**config.mk**
```make
export PLATFORM = sky130hd
export DESIGN_NAME = ordet_top
export DESIGN_NICKNAME = d
export VERILOG_FILES = /design/src/hw/ordet_pkg.sv /design/src/hw/ordet_chan_if.sv /design/src/hw/ordet_chan.sv /design/src/hw/ordet_top.sv
export SDC_FILE = /design/constraint.sdc
export NUM_CORES = 1
export LEC_CHECK = 0
export BUFFER_PORTS_ARGS = -buffer_cell sky130_fd_sc_hd__buf_4
export CELL_PAD_IN_SITES_DETAIL_PLACEMENT = 2
export CELL_PAD_IN_SITES_GLOBAL_PLACEMENT = 2
export CORE_ASPECT_RATIO = 2
export CORE_MARGIN = 2
export CORE_UTILIZATION = 39
export DETAILED_ROUTE_END_ITERATION = 10
export GPL_ROUTABILITY_DRIVEN = 0
export HOLD_SLACK_MARGIN = 0.03
export PLACE_DENSITY = 0.87
export SKIP_LAST_GASP = 1
export SLEW_MARGIN = 10
export SYNTH_ARGS = -nofsm -noshare
export SYNTH_HDL_FRONTEND = slang
export SYNTH_SLANG_ARGS = --single-unit
```
**constraint.sdc**
```tcl
create_clock -name clk -period 9.5 [get_ports clk]
set_clock_uncertainty 0.05 [all_clocks]
set_input_delay 2.85 -clock clk [delete_from_list [all_inputs] [get_ports clk]]
set_output_delay 2.85 -clock clk [all_outputs]
set_load 0.01 [all_outputs]
```
**src/hw/ordet_pkg.sv**
```systemverilog
/*
 * constants shared by the over-range detector: register map, field layout,
 * reset values and datapath widths.
 * assumes a 32-bit apb slave and one sample per clock per channel.
 */
package ordet_pkg;

  // ==========================================================
  // datapath widths
  localparam int ORDET_MAX_CHAN = 4;
  localparam int ORDET_SAMPLE_W = 9;
  localparam int ORDET_MAG_W = 8;
  localparam int ORDET_SEL_W = 3;
  localparam int ORDET_CNT_W = 11;
  localparam logic [ORDET_CNT_W-1:0] ORDET_HOLD_BASE = 11'h008;
  localparam logic [ORDET_MAG_W-1:0] ORDET_MAG_MAX = 8'hFF;

  // ==========================================================
  // apb register map (byte addresses)
  localparam int ORDET_ADDR_W = 8;
  localparam logic [ORDET_ADDR_W-1:0] ORDET_CTRL_OFS = 8'h00;
  localparam logic [ORDET_ADDR_W-1:0] ORDET_THRESH_OFS = 8'h04;
  localparam logic [ORDET_ADDR_W-1:0] ORDET_FLAGS_OFS = 8'h08;
  localparam logic [ORDET_ADDR_W-1:0] ORDET_IRQ_STAT_OFS = 8'h0C;
  localparam logic [ORDET_ADDR_W-1:0] ORDET_IRQ_MASK_OFS = 8'h10;
  localparam logic [ORDET_ADDR_W-1:0] ORDET_PEAK_BASE_OFS = 8'h20;
  localparam logic [ORDET_ADDR_W-1:0] ORDET_PEAK_STRIDE = 8'h04;

  // ==========================================================
  // control register fields
  localparam int ORDET_CTRL_EN_BIT = 0;
  localparam int ORDET_CTRL_SEL_LSB = 1;
  localparam int ORDET_CTRL_REFC_BIT = 4;
  localparam int ORDET_CTRL_REFD_BIT = 5;

  // ==========================================================
  // reset values
  localparam logic [ORDET_MAG_W-1:0] ORDET_THRESH_RST = 8'hE4;
  localparam logic [ORDET_SEL_W-1:0] ORDET_SEL_RST = 3'h0;

endpackage

```
**src/hw/ordet_chan_if.sv**
```systemverilog
/*
 * carrier between the detector top and one per-channel detector.
 * assumes the top drives configuration and samples on its own clock.
 */
`timescale 1ns/1ps

interface ordet_chan_if;
  import ordet_pkg::*;

  // ==========================================================
  // configuration and sample towards the channel
  logic enable;
  logic [ORDET_SEL_W-1:0] hold_sel;
  logic [ORDET_MAG_W-1:0] threshold;
  logic [ORDET_SAMPLE_W-1:0] sample;
  logic sample_valid;

  // ==========================================================
  // results from the channel
  logic hit_pulse;
  logic flag;
  logic [ORDET_MAG_W-1:0] magnitude;

  modport det (
    input enable,
    input hold_sel,
    input threshold,
    input sample,
    input sample_valid,
    output hit_pulse,
    output flag,
    output magnitude
  );

  modport ctl (
    output enable,
    output hold_sel,
    output threshold,
    output sample,
    output sample_valid,
    input hit_pulse,
    input flag,
    input magnitude
  );
endinterface

```
**src/hw/ordet_chan.sv**
```systemverilog
/*
 * one channel of the over-range detector: magnitude fold, threshold
 * compare and the hold counter that stretches the flag.
 * assumes samples arrive on clk, already in the sample-clock domain.
 */
`timescale 1ns/1ps

module ordet_chan
  import ordet_pkg::*;
(
  input wire logic clk,
  input wire logic rst,
  ordet_chan_if.det ch
);

  logic [ORDET_SAMPLE_W:0] neg_ext;
  logic [ORDET_MAG_W-1:0] mag;
  logic hit;
  logic [ORDET_CNT_W-1:0] hold_len;
  logic [ORDET_CNT_W-1:0] cnt_ff;
  logic [ORDET_CNT_W-1:0] nxt_cnt;
  logic flag_ff;
  logic hit_ff;
  logic [ORDET_MAG_W-1:0] mag_ff;

  // ==========================================================
  // magnitude fold
  // negation in one extra bit so that -256 saturates instead of wrapping
  assign neg_ext = '0 - {ch.sample[ORDET_SAMPLE_W-1], ch.sample};
  always_comb begin
    if (!ch.sample[ORDET_SAMPLE_W-1]) begin
      mag = ch.sample[ORDET_MAG_W-1:0];
    end else if (neg_ext[ORDET_SAMPLE_W-1]) begin
      mag = ORDET_MAG_MAX;
    end else begin
      mag = neg_ext[ORDET_MAG_W-1:0];
    end
  end

  // compare every valid sample, no decimation for lowest latency
  assign hit = ch.enable && ch.sample_valid &&
               (mag >= ch.threshold);
  assign hold_len = ORDET_HOLD_BASE << ch.hold_sel;

  // ==========================================================
  // hold counter
  always_comb begin
    if (!ch.enable) begin
      nxt_cnt = '0;
    end else if (hit) begin
      nxt_cnt = hold_len;
    end else if (cnt_ff != '0) begin
      nxt_cnt = cnt_ff - 1'b1;
    end else begin
      nxt_cnt = cnt_ff;
    end
  end

  always_ff @(posedge clk or posedge rst) begin
    if (rst) begin
      cnt_ff <= '0;
      flag_ff <= 1'b0;
    end else begin
      cnt_ff <= nxt_cnt;
      flag_ff <= (nxt_cnt != '0);
    end
  end

  // event pulse and last magnitude for the register side
  always_ff @(posedge clk or posedge rst) begin
    if (rst) begin
      hit_ff <= 1'b0;
      mag_ff <= '0;
    end else begin
      hit_ff <= hit;
      if (ch.sample_valid) begin
        mag_ff <= mag;
      end
    end
  end

  assign ch.hit_pulse = hit_ff;
  assign ch.flag = flag_ff;
  assign ch.magnitude = mag_ff;

endmodule

```
**src/hw/ordet_top.sv**
```systemverilog
/*
 * over-range detector top: apb register file, one detector per channel,
 * sticky event status with mask and interrupt, and the flag pins.
 * assumes clk is the sample clock, samples arrive synchronous to it,
 * and an outside mux builds the divided reference clock on pins c/d.
 * assumes software sets the threshold
 * before it turns detection on.
 * pins past NUM_CHAN are tied low.
 */
`timescale 1ns/1ps

// Contract
// - check every 9-bit sample with low latency
// - compare upper 8 magnitude bits with threshold
// - fold sample: +255/-256 give 255, 0 gives 0
// - detection only while enable is set
// - flag high when magnitude reaches threshold
// - one flag pin per channel, a to d
// - hold flag 8 times 2^n cycles after event
// - reference clock function overrides pins c, d
// - samples are signed two's complement
module ordet_top
  import ordet_pkg::*;
#(
  parameter int NUM_CHAN = 4
) (
  input wire logic clk,
  input wire logic rst,
  // apb slave
  // byte addresses, one word each
  input wire logic psel,
  input wire logic penable,
  input wire logic pwrite,
  input wire logic [ORDET_ADDR_W-1:0] paddr,
  input wire logic [31:0] pwdata,
  output logic [31:0] prdata,
  output logic pready,
  output logic pslverr,
  // samples, one per channel per clock
  // a sample counts only while valid
  input wire logic [NUM_CHAN-1:0][ORDET_SAMPLE_W-1:0] sample_data,
  input wire logic [NUM_CHAN-1:0] sample_valid,
  // flag pins
  output logic flag_pin_chan_a,
  output logic flag_pin_chan_b,
  output logic flag_pin_chan_c,
  output logic flag_pin_chan_d,
  // pin function select towards the reference clock mux
  // d takes effect only with c
  output logic chan_c_pin_refclk_function,
  output logic chan_d_pin_refclk_function,
  output logic irq
);

  // ==========================================================
  // declarations
  // one flop group per register, so a
  // write touches only its own concern.
  // channel vectors follow NUM_CHAN,
  // pin vectors always span four pins.
  // settings first, then results
  logic enable_ff;
  logic [ORDET_SEL_W-1:0] hold_sel_ff;
  logic refc_ff;
  logic refd_ff;
  logic [ORDET_MAG_W-1:0] thresh_ff;
  logic [NUM_CHAN-1:0] irq_stat_ff;
  logic [NUM_CHAN-1:0] irq_mask_ff;
  logic [NUM_CHAN-1:0][ORDET_MAG_W-1:0] peak_ff;
  logic [31:0] prdata_ff;
  logic [ORDET_MAX_CHAN-1:0] pin_ff;

  // results gathered from the channels
  logic [NUM_CHAN-1:0] chan_hit;
  logic [NUM_CHAN-1:0] chan_flag;
  logic [NUM_CHAN-1:0][ORDET_MAG_W-1:0] chan_mag;
  logic [ORDET_MAX_CHAN-1:0] flag_all;
  logic [ORDET_MAX_CHAN-1:0] pin_block;
  logic refc_eff;
  logic refd_eff;

  // bus decode terms
  logic setup_ph;
  logic wr_acc;
  logic wr_ctrl;
  logic wr_thresh;
  logic wr_stat;
  logic wr_mask;
  logic peak_sel;
  logic [ORDET_ADDR_W-1:0] peak_ofs;
  logic [ORDET_ADDR_W-1:0] peak_idx;
  logic peak_hit;
  logic addr_ok;
  logic [31:0] nxt_prdata;

  // ==========================================================
  // apb decode
  // zero wait states: read data is caught in the setup cycle
  // the read mux is sampled at the setup
  // edge, so prdata is settled before the
  // access phase opens.
  // trade-off: one flop word buys a bus
  // path that does not grow with channels.
  // writes land only at the access edge,
  // where the master sees pready high.
  // a read never changes any state,
  // so a repeated read is harmless.
  assign setup_ph = psel && !penable;
  assign wr_acc = psel && penable && pwrite;
  assign wr_ctrl = wr_acc && (paddr == ORDET_CTRL_OFS);
  assign wr_thresh = wr_acc && (paddr == ORDET_THRESH_OFS);
  assign wr_stat = wr_acc && (paddr == ORDET_IRQ_STAT_OFS);
  assign wr_mask = wr_acc && (paddr == ORDET_IRQ_MASK_OFS);

  // peak window: one word per channel from the peak base
  // alignment and range are both checked:
  // an address past the last channel is
  // refused, never aliased onto channel 0.
  assign peak_ofs = paddr - ORDET_PEAK_BASE_OFS;
  assign peak_idx = peak_ofs / ORDET_PEAK_STRIDE;
  assign peak_sel = (paddr >= ORDET_PEAK_BASE_OFS) &&
                    (peak_ofs[1:0] == 2'h0) &&
                    (peak_idx < ORDET_ADDR_W'(NUM_CHAN));
  assign peak_hit = wr_acc && peak_sel;

  assign addr_ok = (paddr == ORDET_CTRL_OFS) ||
                   (paddr == ORDET_THRESH_OFS) ||
                   (paddr == ORDET_FLAGS_OFS) ||
                   (paddr == ORDET_IRQ_STAT_OFS) ||
                   (paddr == ORDET_IRQ_MASK_OFS) ||
                   peak_sel;

  assign pready = 1'b1;
  // unmapped address answers with an error, writes there are dropped
  // pready never falls: each access
  // phase ends at its first edge.
  // pslverr stands only with psel and
  // penable high, never in setup.
  assign pslverr = psel && penable && !addr_ok;

  // ==========================================================
  // control register
  // enable, hold length and pin functions
  // share one word, written together.
  // a new hold length does not cut a
  // running count; it applies from the
  // next event onward.
  // clearing enable drops every flag at
  // the next edge.
  // pin functions are plain selects here.
  always_ff @(posedge clk or posedge rst) begin
    if (rst) begin
      enable_ff <= 1'b0;
      hold_sel_ff <= ORDET_SEL_RST;
      refc_ff <= 1'b0;
      refd_ff <= 1'b0;
    end else if (wr_ctrl) begin
      enable_ff <= pwdata[ORDET_CTRL_EN_BIT];
      hold_sel_ff <= pwdata[ORDET_CTRL_SEL_LSB +: ORDET_SEL_W];
      refc_ff <= pwdata[ORDET_CTRL_REFC_BIT];
      refd_ff <= pwdata[ORDET_CTRL_REFD_BIT];
    end
  end

  // threshold register; reset default sits near full scale
  // low eight bits kept; compared with the
  // folded magnitude, so one value guards
  // both signs of the input.
  // limitation: zero flags every sample.
  always_ff @(posedge clk or posedge rst) begin
    if (rst) begin
      thresh_ff <= ORDET_THRESH_RST;
    end else if (wr_thresh) begin
      thresh_ff <= pwdata[ORDET_MAG_W-1:0];
    end
  end

  // ==========================================================
  // event status, write one to clear; a new event beats the clear
  // fed by the one-cycle hit pulse, not
  // the stretched flag: one event, one
  // count, however long the flag stands.
  // an event in the cycle of a clear is
  // kept; losing it would hide an
  // over-range from polling software.
  // bits past NUM_CHAN do not exist.
  always_ff @(posedge clk or posedge rst) begin
    if (rst) begin
      irq_stat_ff <= '0;
    end else begin
      irq_stat_ff <= (irq_stat_ff &
                      ~(wr_stat ? pwdata[NUM_CHAN-1:0] : '0)) |
                     chan_hit;
    end
  end

  always_ff @(posedge clk or posedge rst) begin
    if (rst) begin
      irq_mask_ff <= '0;
    end else if (wr_mask) begin
      irq_mask_ff <= pwdata[NUM_CHAN-1:0];
    end
  end

  // level interrupt while any unmasked event bit stands
  // no edge is made here: the line stays
  // up until software clears or masks it.
  // the mask only gates the line, never
  // the status, so polling still works.
  assign irq = |(irq_stat_ff & irq_mask_ff);

  // ==========================================================
  // per-channel detectors and peak magnitude capture
  // one carrier per channel; the top
  // fans the shared settings out and
  // gathers the results back.
  // all channels see the same settings,
  // so they cannot drift apart.
  // the carrier keeps the bundle whole.
  genvar gi;
  generate
    for (gi = 0; gi < NUM_CHAN; gi++) begin : g_chan
      ordet_chan_if u_if ();

      assign u_if.enable = enable_ff;
      assign u_if.hold_sel = hold_sel_ff;
      assign u_if.threshold = thresh_ff;
      assign u_if.sample = sample_data[gi];
      assign u_if.sample_valid = sample_valid[gi];
      assign chan_hit[gi] = u_if.hit_pulse;
      assign chan_flag[gi] = u_if.flag;
      assign chan_mag[gi] = u_if.magnitude;

      ordet_chan u_chan (
        .clk (clk),
        .rst (rst),
        .ch (u_if)
      );

      // largest magnitude seen; any write to its word clears it
      // the peak uses the registered
      // magnitude, one clock behind the
      // sample; harmless for a value read
      // long after the event.
      // the last magnitude reloads on the
      // next edge, so a read after a clear
      // shows the latest sample, not zero.
      always_ff @(posedge clk or posedge rst) begin
        if (rst) begin
          peak_ff[gi] <= '0;
        end else if (peak_hit &&
                     (peak_idx == ORDET_ADDR_W'(gi))) begin
          peak_ff[gi] <= '0;
        end else if (chan_mag[gi] > peak_ff[gi]) begin
          peak_ff[gi] <= chan_mag[gi];
        end
      end
    end
  endgenerate

  // ==========================================================
  // read mux
  // unused bits read as zero.
  // a peak word past the channel range
  // never reaches the index below, so
  // the index stays inside the array.
  // every path starts from zero.
  always_comb begin
    nxt_prdata = '0;
    if (paddr == ORDET_CTRL_OFS) begin
      nxt_prdata[ORDET_CTRL_EN_BIT] = enable_ff;
      nxt_prdata[ORDET_CTRL_SEL_LSB +: ORDET_SEL_W] = hold_sel_ff;
      nxt_prdata[ORDET_CTRL_REFC_BIT] = refc_ff;
      nxt_prdata[ORDET_CTRL_REFD_BIT] = refd_ff;
    end else if (paddr == ORDET_THRESH_OFS) begin
      nxt_prdata[ORDET_MAG_W-1:0] = thresh_ff;
    end else if (paddr == ORDET_FLAGS_OFS) begin
      nxt_prdata[NUM_CHAN-1:0] = chan_flag;
    end else if (paddr == ORDET_IRQ_STAT_OFS) begin
      nxt_prdata[NUM_CHAN-1:0] = irq_stat_ff;
    end else if (paddr == ORDET_IRQ_MASK_OFS) begin
      nxt_prdata[NUM_CHAN-1:0] = irq_mask_ff;
    end else if (peak_sel) begin
      nxt_prdata[ORDET_MAG_W-1:0] = peak_ff[peak_idx[1:0]];
    end
  end

  always_ff @(posedge clk or posedge rst) begin
    if (rst) begin
      prdata_ff <= '0;
    end else if (setup_ph && !pwrite) begin
      prdata_ff <= nxt_prdata;
    end
  end

  assign prdata = prdata_ff;

  // ==========================================================
  // flag pins
  // the d clock only exists while the c clock is on
  // the clock itself is built outside;
  // here only the pin function is chosen
  // and the flag is kept off the pin.
  // the channel flag counts on beneath,
  // so a running flag reappears when the
  // clock function is switched off.
  // flags word still shows c and d.
  assign refc_eff = refc_ff;
  assign refd_eff = refd_ff && refc_ff;
  assign chan_c_pin_refclk_function = refc_eff;
  assign chan_d_pin_refclk_function = refd_eff;

  // missing channels read as never flagged
  // a reduced build keeps all four pin
  // ports, so the pin map stays the same
  // across one, two and four channels.
  assign flag_all = ORDET_MAX_CHAN'(chan_flag);
  assign pin_block = {refd_eff, refc_eff, 2'b00};

  // pins are registered, one clock behind the channel flag
  // the flop keeps decode glitches off
  // the pins; same length as the flag,
  // one clock later.
  // trade-off: one clock of latency for
  // a clean pin.
  // reset clears the pins at once.
  always_ff @(posedge clk or posedge rst) begin
    if (rst) begin
      pin_ff <= '0;
    end else begin
      pin_ff <= flag_all & ~pin_block;
    end
  end

  assign flag_pin_chan_a = pin_ff[0];
  assign flag_pin_chan_b = pin_ff[1];
  assign flag_pin_chan_c = pin_ff[2];
  assign flag_pin_chan_d = pin_ff[3];

endmodule

```
# == Yosys cells after proc, flatten, opt, wreduce, memory -nomap -nowiden ==
# Cells that the tools add are included.
# word_totals
mem_bits_rw,0
latch_bits,0
ff_bits,150
word_cells,153
rom_bits,0
memories,0
# op_classes
n_addsub,9
mux,41
shift,1
order_cmp,11
bitwise,6
mul,0
div_mod_pow,0
eq_ne,7
reduce_logical,49
# ops
operator,n
$mux 8,19
$mux 11,12
$reduce_bool 11->1,8
$sub 11x1->11 const B,4
$sub 1x9->9 const A,4
$ge 8x8->1,4
$gt 8x8->1,4
$mux 4,7
$logic_and 1x1->1,25
$bmux 8 s2,1
$eq 8x4->1 const B,2
$logic_not 8->1,2
$and 4x4->4,3
$eq 6x2->1 const B,2
$shl 4x3->11 const A,1
$eq 8x3->1 const B,1
$eq 8x5->1 const B,1
$ge 8x6->1 const B,1
$not 4->4,2
$reduce_bool 2->1,4
$sub 8x6->8 const B,1
$eq 6x1->1 const B,1
$lt 6x3->1 const B,1
$mux 6,1
7 further kinds,13

# == Longest topological paths before layout ==
# Gate-level depths: netlist of run 1.
# logic_depth
depth_word,10
ltp_mapped,17

# == Hierarchy ==
# From an unflattened synthesis of run 1, not the netlist that was laid out.
# hier_totals
cells_unflattened,1342
hier_area_um2,11658.7
# modules_own_cells
module,cells_each,seq_area_each_um2,instances,area_each_um2
ordet_chan,202,525.5,4,1716.6
ordet_top,534,1656.6,1,4792.1

# == Worst setup path after synthesis of run 1 ==
# Ideal clock, no wire load.
# synth_timing
path_kind,input-to-output
start,input port paddr[2]
end,output port pslverr
path_slack_ns,2.595
arrival_ns,4.005
n_path_buf,2
stages,5
path_cell_list,clkbuf_1 -> nor2_1 -> and4_1 -> clkbuf_1 -> nor3_1
# synth_between
elab_chain_cells,8
# synth_lines
item,line_no,source
from (decl),ordet_top.sv:34,"input wire logic [ORDET_ADDR_W-1:0] paddr,"
branches (longest 5 deep; another with $sub 8x6->8),-,
$logic_or 1x1->1 *,ordet_top.sv:130,(paddr == ORDET_IRQ_MASK_OFS) ||
$logic_not 1->1 *,ordet_top.sv:139,assign pslverr = psel && penable && !addr_ok;
$logic_and 1x1->1 *,ordet_top.sv:139,
to (decl),ordet_top.sv:38,"output logic pslverr,"
# Every way passes the cells marked *.

# == Worst setup path in the final report of run 1 ==
# layout_timing
start,input port paddr[1]
end,output port pslverr
# The elaborated chain is that of the path after synthesis.

==> results_dict.tcl, run 1 <==
set metrics [dict create \
    setup_viol 0 \
    syn_avg_cell_area_sq_um 9.064 \
    coreArea_sq_mm 0.02565 \
    gr-total-overflow 0 \
    combinationalPowerShare_pct 29.8 \
    synth_edf_count 0 \
    slew_headroom_pct 20.56 \
    start_kind "input port" \
    critPathCaptureType "output pin" \
    firstDrtPassIters 5 \
    nets 1336 \
    power_frac_seq_pct 36.7 \
    holdBufCountCts 0 \
    synth.largest_area_cell "dfrtp_1" \
    drive_gt1_share_pct 15.42 \
    die-area_sq_mm 0.02744 \
    drt-total-wl_mm 39.12 \
    drcViolationCount 0 \
    synth_top_area_share_pct 35.96 \
    dp_hpwl_mm 27.75 \
    crit_path_max_fanout 6 \
    grt_setup_unrepaired "false" \
    p_sw_share_pct 36.79 \
    synthDistinctLibCells 75 \
    critPathKind "in -> out" \
    grt_pass1_wl_mm 61.49 \
    max_freq_mhz 140.5 \
    gr-usage-all-layers_pct 29.51 \
    leakage_nw 5.611 \
    areaGrowthSynthToFinish_pct 13.53 \
    clk_latency_ns 0.47 \
    cts.sinks 150 \
    synth_area_sq_mm 0.01016 \
    synth_cells 1121 \
    dieHeight_microns 232.3 \
    power_w 0.002319 \
    wl_per_cell_microns 25.62 \
    finalCriticalPeriod_ns 7.120 \
    initialDrtViolationCount 420 \
    synth_area_leaders "dfrtp_1 (36%), ha_1 (9.5%), nand2_1 (5.3%), mux2_2 (4.3%), mux2i_1 (4.1%)" \
    period_share_pct 74.94 \
    vias 9070 \
    vias_per_cell 5.940 \
    post_cts_buffers 0 \
    htreeDepth 4 \
    pin_count 126 \
    async_flop_share_pct 100.0 \
    worstMarginPinSlew_ns 1.192 \
    p_int_w 0.001466 \
    drv_cap 0 \
    cts_tree "yes" \
    grt_max_degree 98 \
    clk_pin_slew_ns 0.07 \
    fin_setup_tns_ns 0 \
    ys_warn_count 0 \
    cts_root_buf "clkbuf_16" \
    hold_viol_final 0 \
    p_switching_w 0.0008531 \
    die_w_microns 118.1 \
    cp.required_ns 6.60 \
    synth_seq_cells 150 \
    cp.arrival_ns 4.22 \
    clock_power_share_pct 33.5 \
    final_antenna_net_count 0 \
    grt_pass1_vias 10580 \
    fp-row-count 83 \
    synthFlopType "dfrtp_1" \
    slew_violations 0 \
    ir_drop_mv 0.1182 \
    cts_repair_resize_count 0 \
    io_buffers 76 \
    initial_core_util_pct 39.61 \
    diodes 0 \
    numCtsBuffers 17 \
    cts.path.max_buffers 2 \
    hp-class "reg -> reg" \
    status "finished clean" \
    antenna_found_initial 0 \
    p_per_area_mw_per_mm2 201.0 \
    synth-seq-area-share_pct 36.99 \
]
[metrics by stage]
| stage | area [sq um] | hold WS, ns | cells | utilization (%) | setup WS (ns) |
|---|---|---|---|---|---|
| 3_5_place_dp | 10880 | 0.3798 | 1495 | 42.42 | 2.337 |
| 3_3_place_gp | 10880 | 0.3566 | 1495 | 42.42 | 2.478 |
| 6_report | 11540 | 0.3958 | 1527 | 44.97 | 2.380 |
| 2_1_floorplan | 10250 | 0.2993 | 1144 | - | 2.570 |
| 4_1_cts | 11530 | 0.3964 | 1527 | 44.95 | 2.389 |
| 5_1_grt | 11540 | 0.4052 | 1527 | 44.97 | 2.365 |
[cells by family after synthesis]
logic type,Yosys count,share of synthesized area (%)
AOI/OAI and AO/OA,206,13.35
and+or+nand+nor,420,19.94
muxes,91,10.68
buffers and inverters,143,6.736
other,2,0.07391
adders and majority gates,77,9.482
DFF,150,36.99
xor gates and xnor gates,32,2.758
[sequential cells by signal (all words and copies together) (netlist names)]
signal / flops
enable_ff: 1
peak_ff: 32
g_chan.u_chan.ch.flag: 4
irq_mask_ff: 4
chan_c_pin_refclk_function: 1
g_chan.u_chan.ch.hit_pulse: 4
g_chan.u_chan.ch.magnitude: 32
g_chan.u_if.hold_sel: 3
irq_stat_ff: 4
prdata: 8
pin_ff: 4
refd_ff: 1
g_chan.u_if.threshold: 8
g_chan.u_chan.cnt_ff: 44
[final timing paths]
check | start | endpoint | slack, ns | depth (start not counted)
worst max-delay path | paddr[1] | pslverr | 2.38 | 6
worst min-delay path | g_chan[3].u_chan.ch.hit_pulse$_DFF_PP0_ | irq_stat_ff[3]$_DFF_PP0_ | 0.40 | 1
worst max register to register | g_chan[0].u_if.threshold[0]$_DFFE_PP0P_ | g_chan[3].u_chan.ch.flag$_DFF_PP0_ | 5.88 | 8
worst min register to register | g_chan[3].u_chan.ch.hit_pulse$_DFF_PP0_ | irq_stat_ff[3]$_DFF_PP0_ | 0.40 | 1
max in group asynchronous | rst | peak_ff[31]$_DFFE_PP0P_ | 5.48 | 3
min in group asynchronous | rst | pin_ff[3]$_DFF_PP0_ | 2.54 | 2
[worst max-delay path, stage by stage]
cell     delay, ns
buf_4         0.11
nor3_1        0.49
nand2_1       0.33
nand3_1       0.17
nor3_1        0.09
buf_4         0.17
[final cells by class]
type	instances	area, sq um
clock buffer	18	439.2
clock inverter	14	210.2
fill	2806	14110
inverter	73	279.0
multi-input combinational	851	5816
sequential	150	3759
tap	340	425.4
timing repair buffer	81	608.1
[power by group through the flow]
stage          Combinational [W]  Clock, W  Sequential, W
3_3_place_gp            0.000591         0       0.000846
4_1_cts                 0.000694  0.000783       0.000848
3_5_place_dp            0.000649         0       0.000857
6_report                0.000690  0.000777       0.000852
5_1_grt                 0.000757  0.000802       0.000859
2_1_floorplan           0.000467         0       0.000796
[cells in the final DEF, fill, tap and decap left out, types with 12 or more instances in the layout]
| cell | count |
|---|---|
| dfrtp_1 | 146 |
| nand2_1 | 143 |
| nor2_1 | 104 |
| buf_4 | 81 |
| ha_1 | 77 |
| inv_1 | 72 |
| a21oi_1 | 45 |
| mux2i_1 | 42 |
| mux2_2 | 39 |
| nand3_1 | 36 |
| a31oi_1 | 35 |
| nor3_1 | 27 |
| o21ai_0 | 27 |
| nor2b_1 | 26 |
| conb_1 | 25 |
| a211oi_1 | 18 |
| xor2_1 | 17 |
| clkbuf_16 | 17 |
| xnor2_1 | 15 |
| o21a_1 | 13 |
| a21o_1 | 12 |
[Yosys cell counts (all sizes together) (5+ instances only)]
cell and number:
a21oi 45, nor2b 26, o21a 13, a21o 12, clkbuf 39, or4 6, dfrtp 146, nand2b 11
xnor2 15, a31oi 35, inv 73, o22ai 7, nand2 145, nor3b 8, o31ai 8, nor3 27
buf 30, or3 12, xor2 17, mux2 39, mux4 10, nand4 5, ha 77, nand4b 5
o211ai 5, a211oi 18, o21ai 29, nor4 8, nand3 36, nor2 104, and2 5, mux2i 42
[routing by layer]
layer / track usage (%) / vias up / part of all wire, %
met2: 57.08 / 247 / 57
met4: 23.04 / 0 / 8.2
met3: 3.880 / 140 / 2.7
met5: 0 / - / 0
li1: - / 4020 / -
met1: 27.18 / 4663 / 32
(Power assumes the default switching activity.)
==> inputs of run 2 (changes only) <==
CORE_UTILIZATION = 37   (was 39)
PLACE_DENSITY = 0.83   (was 0.87)
clock period = 6.9 ns   (was 9.5 ns; I/O delays follow)
==> run 2 against run 1 <==
Net effect:
- setup slack got worse by 1.2 ns
- combinational power increased by 31%
- via count decreased by 1.9%
- highest routed layer unchanged
- global-route usage decreased by 3.5 points
==> results_dict.tcl, run 2 (same netlist as run 1, synthesis figures left out) <==
set metrics [dict create \
    whs_ns 0.3915 \
    slew_headroom_pct 24.06 \
    gr-usage-all-layers_pct 26.06 \
    final_antenna_net_count 0 \
    timing.rr.start "g_chan[0].u_if.threshold[5]$_DFFE_PP1P_" \
    worstPathCellList "buf_4 > inv_1 > ha_1 > nand2_1 > nor2_1 > nand4b_1 > and2_1 > ha_1 > nand2b_1 > a2111oi_0 > o21ai_0 > o2111a_1 > a2111oi_0 > a311oi_1 > or4b_1" \
    leakage_nw 5.563 \
    cts_tree "yes" \
    max_freq_mhz 175.8 \
    numCtsBuffers 17 \
    grt_max_degree 99 \
    drcViolationCount 0 \
    cp-startpoint "sample_data[27]" \
    cts_repair_resize_count 0 \
    slew_violations 0 \
    cts.path.max_buffers 2 \
    fin_setup_tns_ns 0 \
    worstMarginPinSlew_ns 1.139 \
    die_w_microns 121.2 \
    crit_end "g_chan[3].u_chan.ch.flag$_DFF_PP0_" \
    firstDrtPassIters 5 \
    r2r_end "g_chan[1].u_chan.ch.flag$_DFF_PP0_" \
    rrSetupSlack_ns 3.51 \
    clk_latency_ns 0.46 \
    dieHeight_microns 238.4 \
    setup_viol 0 \
    top_register "g_chan.u_chan.cnt_ff" \
    critPathKind "in -> reg" \
    cts_root_buf "clkbuf_16" \
    place_area_sq_mm 0.01090 \
    cp.arrival_ns 5.96 \
    areaGrowthSynthToFinish_pct 12.83 \
    cp.required_ns 7.17 \
    wl_met2_mm 21.08 \
    cts.sinks 150 \
    wl_met1_mm 11.78 \
    final_cell_mix "dfrtp_1 (146), nand2_1 (143), nor2_1 (104)" \
    drt-total-wl_mm 36.33 \
    vias_per_cell 5.797 \
    grt_pass1_vias 10170 \
    final_common_cell "dfrtp_1" \
    grt_pass1_wl_mm 56.95 \
    gr-total-overflow 0 \
    grt_setup_unrepaired "false" \
    drv_cap 0 \
    htreeDepth 4 \
    hp-class "reg -> reg" \
    wl_per_cell_microns 23.67 \
    initialDrtViolationCount 375 \
    post_cts_buffers 0 \
    fp-row-count 85 \
    status "finished clean" \
    wl_met3_microns 952 \
    dp_hpwl_mm 27.20 \
    initial_core_util_pct 37.61 \
    ir_drop_mv 0.1925 \
    holdBufCountCts 0 \
    highest_layer "met4" \
    largest_register_ffs 44 \
    antenna_found_initial 0 \
    finalCriticalPeriod_ns 5.689 \
    io_buffers 76 \
    post-route-util_pct 42.44 \
    period_share_pct 82.45 \
    nets 1336 \
    coreArea_sq_mm 0.02701 \
    critPathCaptureType "flop" \
    diodes 0 \
    drive_gt1_share_pct 15.16 \
    hold_viol_final 0 \
    critPathSlowestCell "or4b_1" \
    die-area_sq_mm 0.02888 \
    vias 8899 \
    clk_pin_slew_ns 0.07 \
    pin_count 126 \
    p_per_area_mw_per_mm2 261.5 \
    cp_slowest_stage_delay_ns 0.50 \
    crit_path_max_fanout 10 \
    rr_worst_depth 10 \
    start_kind "input port" \
    final_area_sq_mm 0.01146 \
]
[run 2: changes by cell type in the layout (fill, tap and decap cells not counted), moves of 2 or more]
cell,before,now
inv_6,4,6
clkinvlp_4,1,3
inv_8,4,0
clkbuf_1,0,2
clkinv_8,2,0
bufinv_16,3,1
[run 2: how the worst min path moves through the flow]
| stage | from | end | slack [ns] | depth (start not counted) |
|---|---|---|---|---|
| after floorplan | g_chan[1].u_chan.ch.flag$_DFF_PP0_ | pin_ff[1]$_DFF_PP0_ | 0.30 | 0 |
| after CTS | g_chan[1].u_chan.ch.hit_pulse$_DFF_PP0_ | irq_stat_ff[1]$_DFF_PP0_ | 0.40 | 1 |
| final | g_chan[1].u_chan.ch.hit_pulse$_DFF_PP0_ | irq_stat_ff[1]$_DFF_PP0_ | 0.39 | 1 |
| after detailed placement | g_chan[1].u_chan.ch.flag$_DFF_PP0_ | pin_ff[1]$_DFF_PP0_ | 0.38 | 0 |
| after global routing | g_chan[2].u_chan.ch.hit_pulse$_DFF_PP0_ | irq_stat_ff[2]$_DFF_PP0_ | 0.41 | 1 |
| after global placement | g_chan[1].u_chan.ch.hit_pulse$_DFF_PP0_ | irq_stat_ff[1]$_DFF_PP0_ | 0.36 | 1 |
[run 2: area by class of cell]
cell class / instances / area, sq um
repair buffers: 81 / 608.1
clock inverters: 12 / 118.9
well taps: 348 / 435.4
clock buffers: 20 / 446.7
multi-input cells: 851 / 5818
flip-flops and latches: 150 / 3759
inverters: 73 / 279.0
fillers: 3009 / 15550
[run 2: power breakdown]
group	total [W]	switching (W)	internal (W)
Sequential	0.00117	0.000155	0.00101
Combinational	0.000901	0.000498	0.000404
Clock	0.000930	0.000419	0.000511
Total	0.00300	0.00107	0.00193
[run 2: stage by stage]
stage / total power [W] / instances / setup slack [ns]
finish: 0.002998 / 1535 / 1.211
detailed placement: 0.002060 / 1503 / 0.6997
global route: 0.003148 / 1535 / 0.7409
CTS: 0.003021 / 1535 / 1.162
floorplan: 0.001739 / 1144 / 0.7502
global placement: 0.001974 / 1503 / 0.8593
[run 2: routing by layer]
layer  vias up  global-route usage [%]
li1       4015                       -
met1      4568                   23.67
met2       198                   51.34
met3       118                   3.681
met4         0                   17.49
met5         -                       0
[run 2: critical path: cells and delay by family]
| family | cells | cell delay, ns |
|---|---|---|
| and+or+nand+nor | 6 | 1.72 |
| AOI/OAI and AO/OA | 5 | 1.52 |
| adders and majority gates | 2 | 0.44 |
| buffers and inverters | 2 | 0.19 |
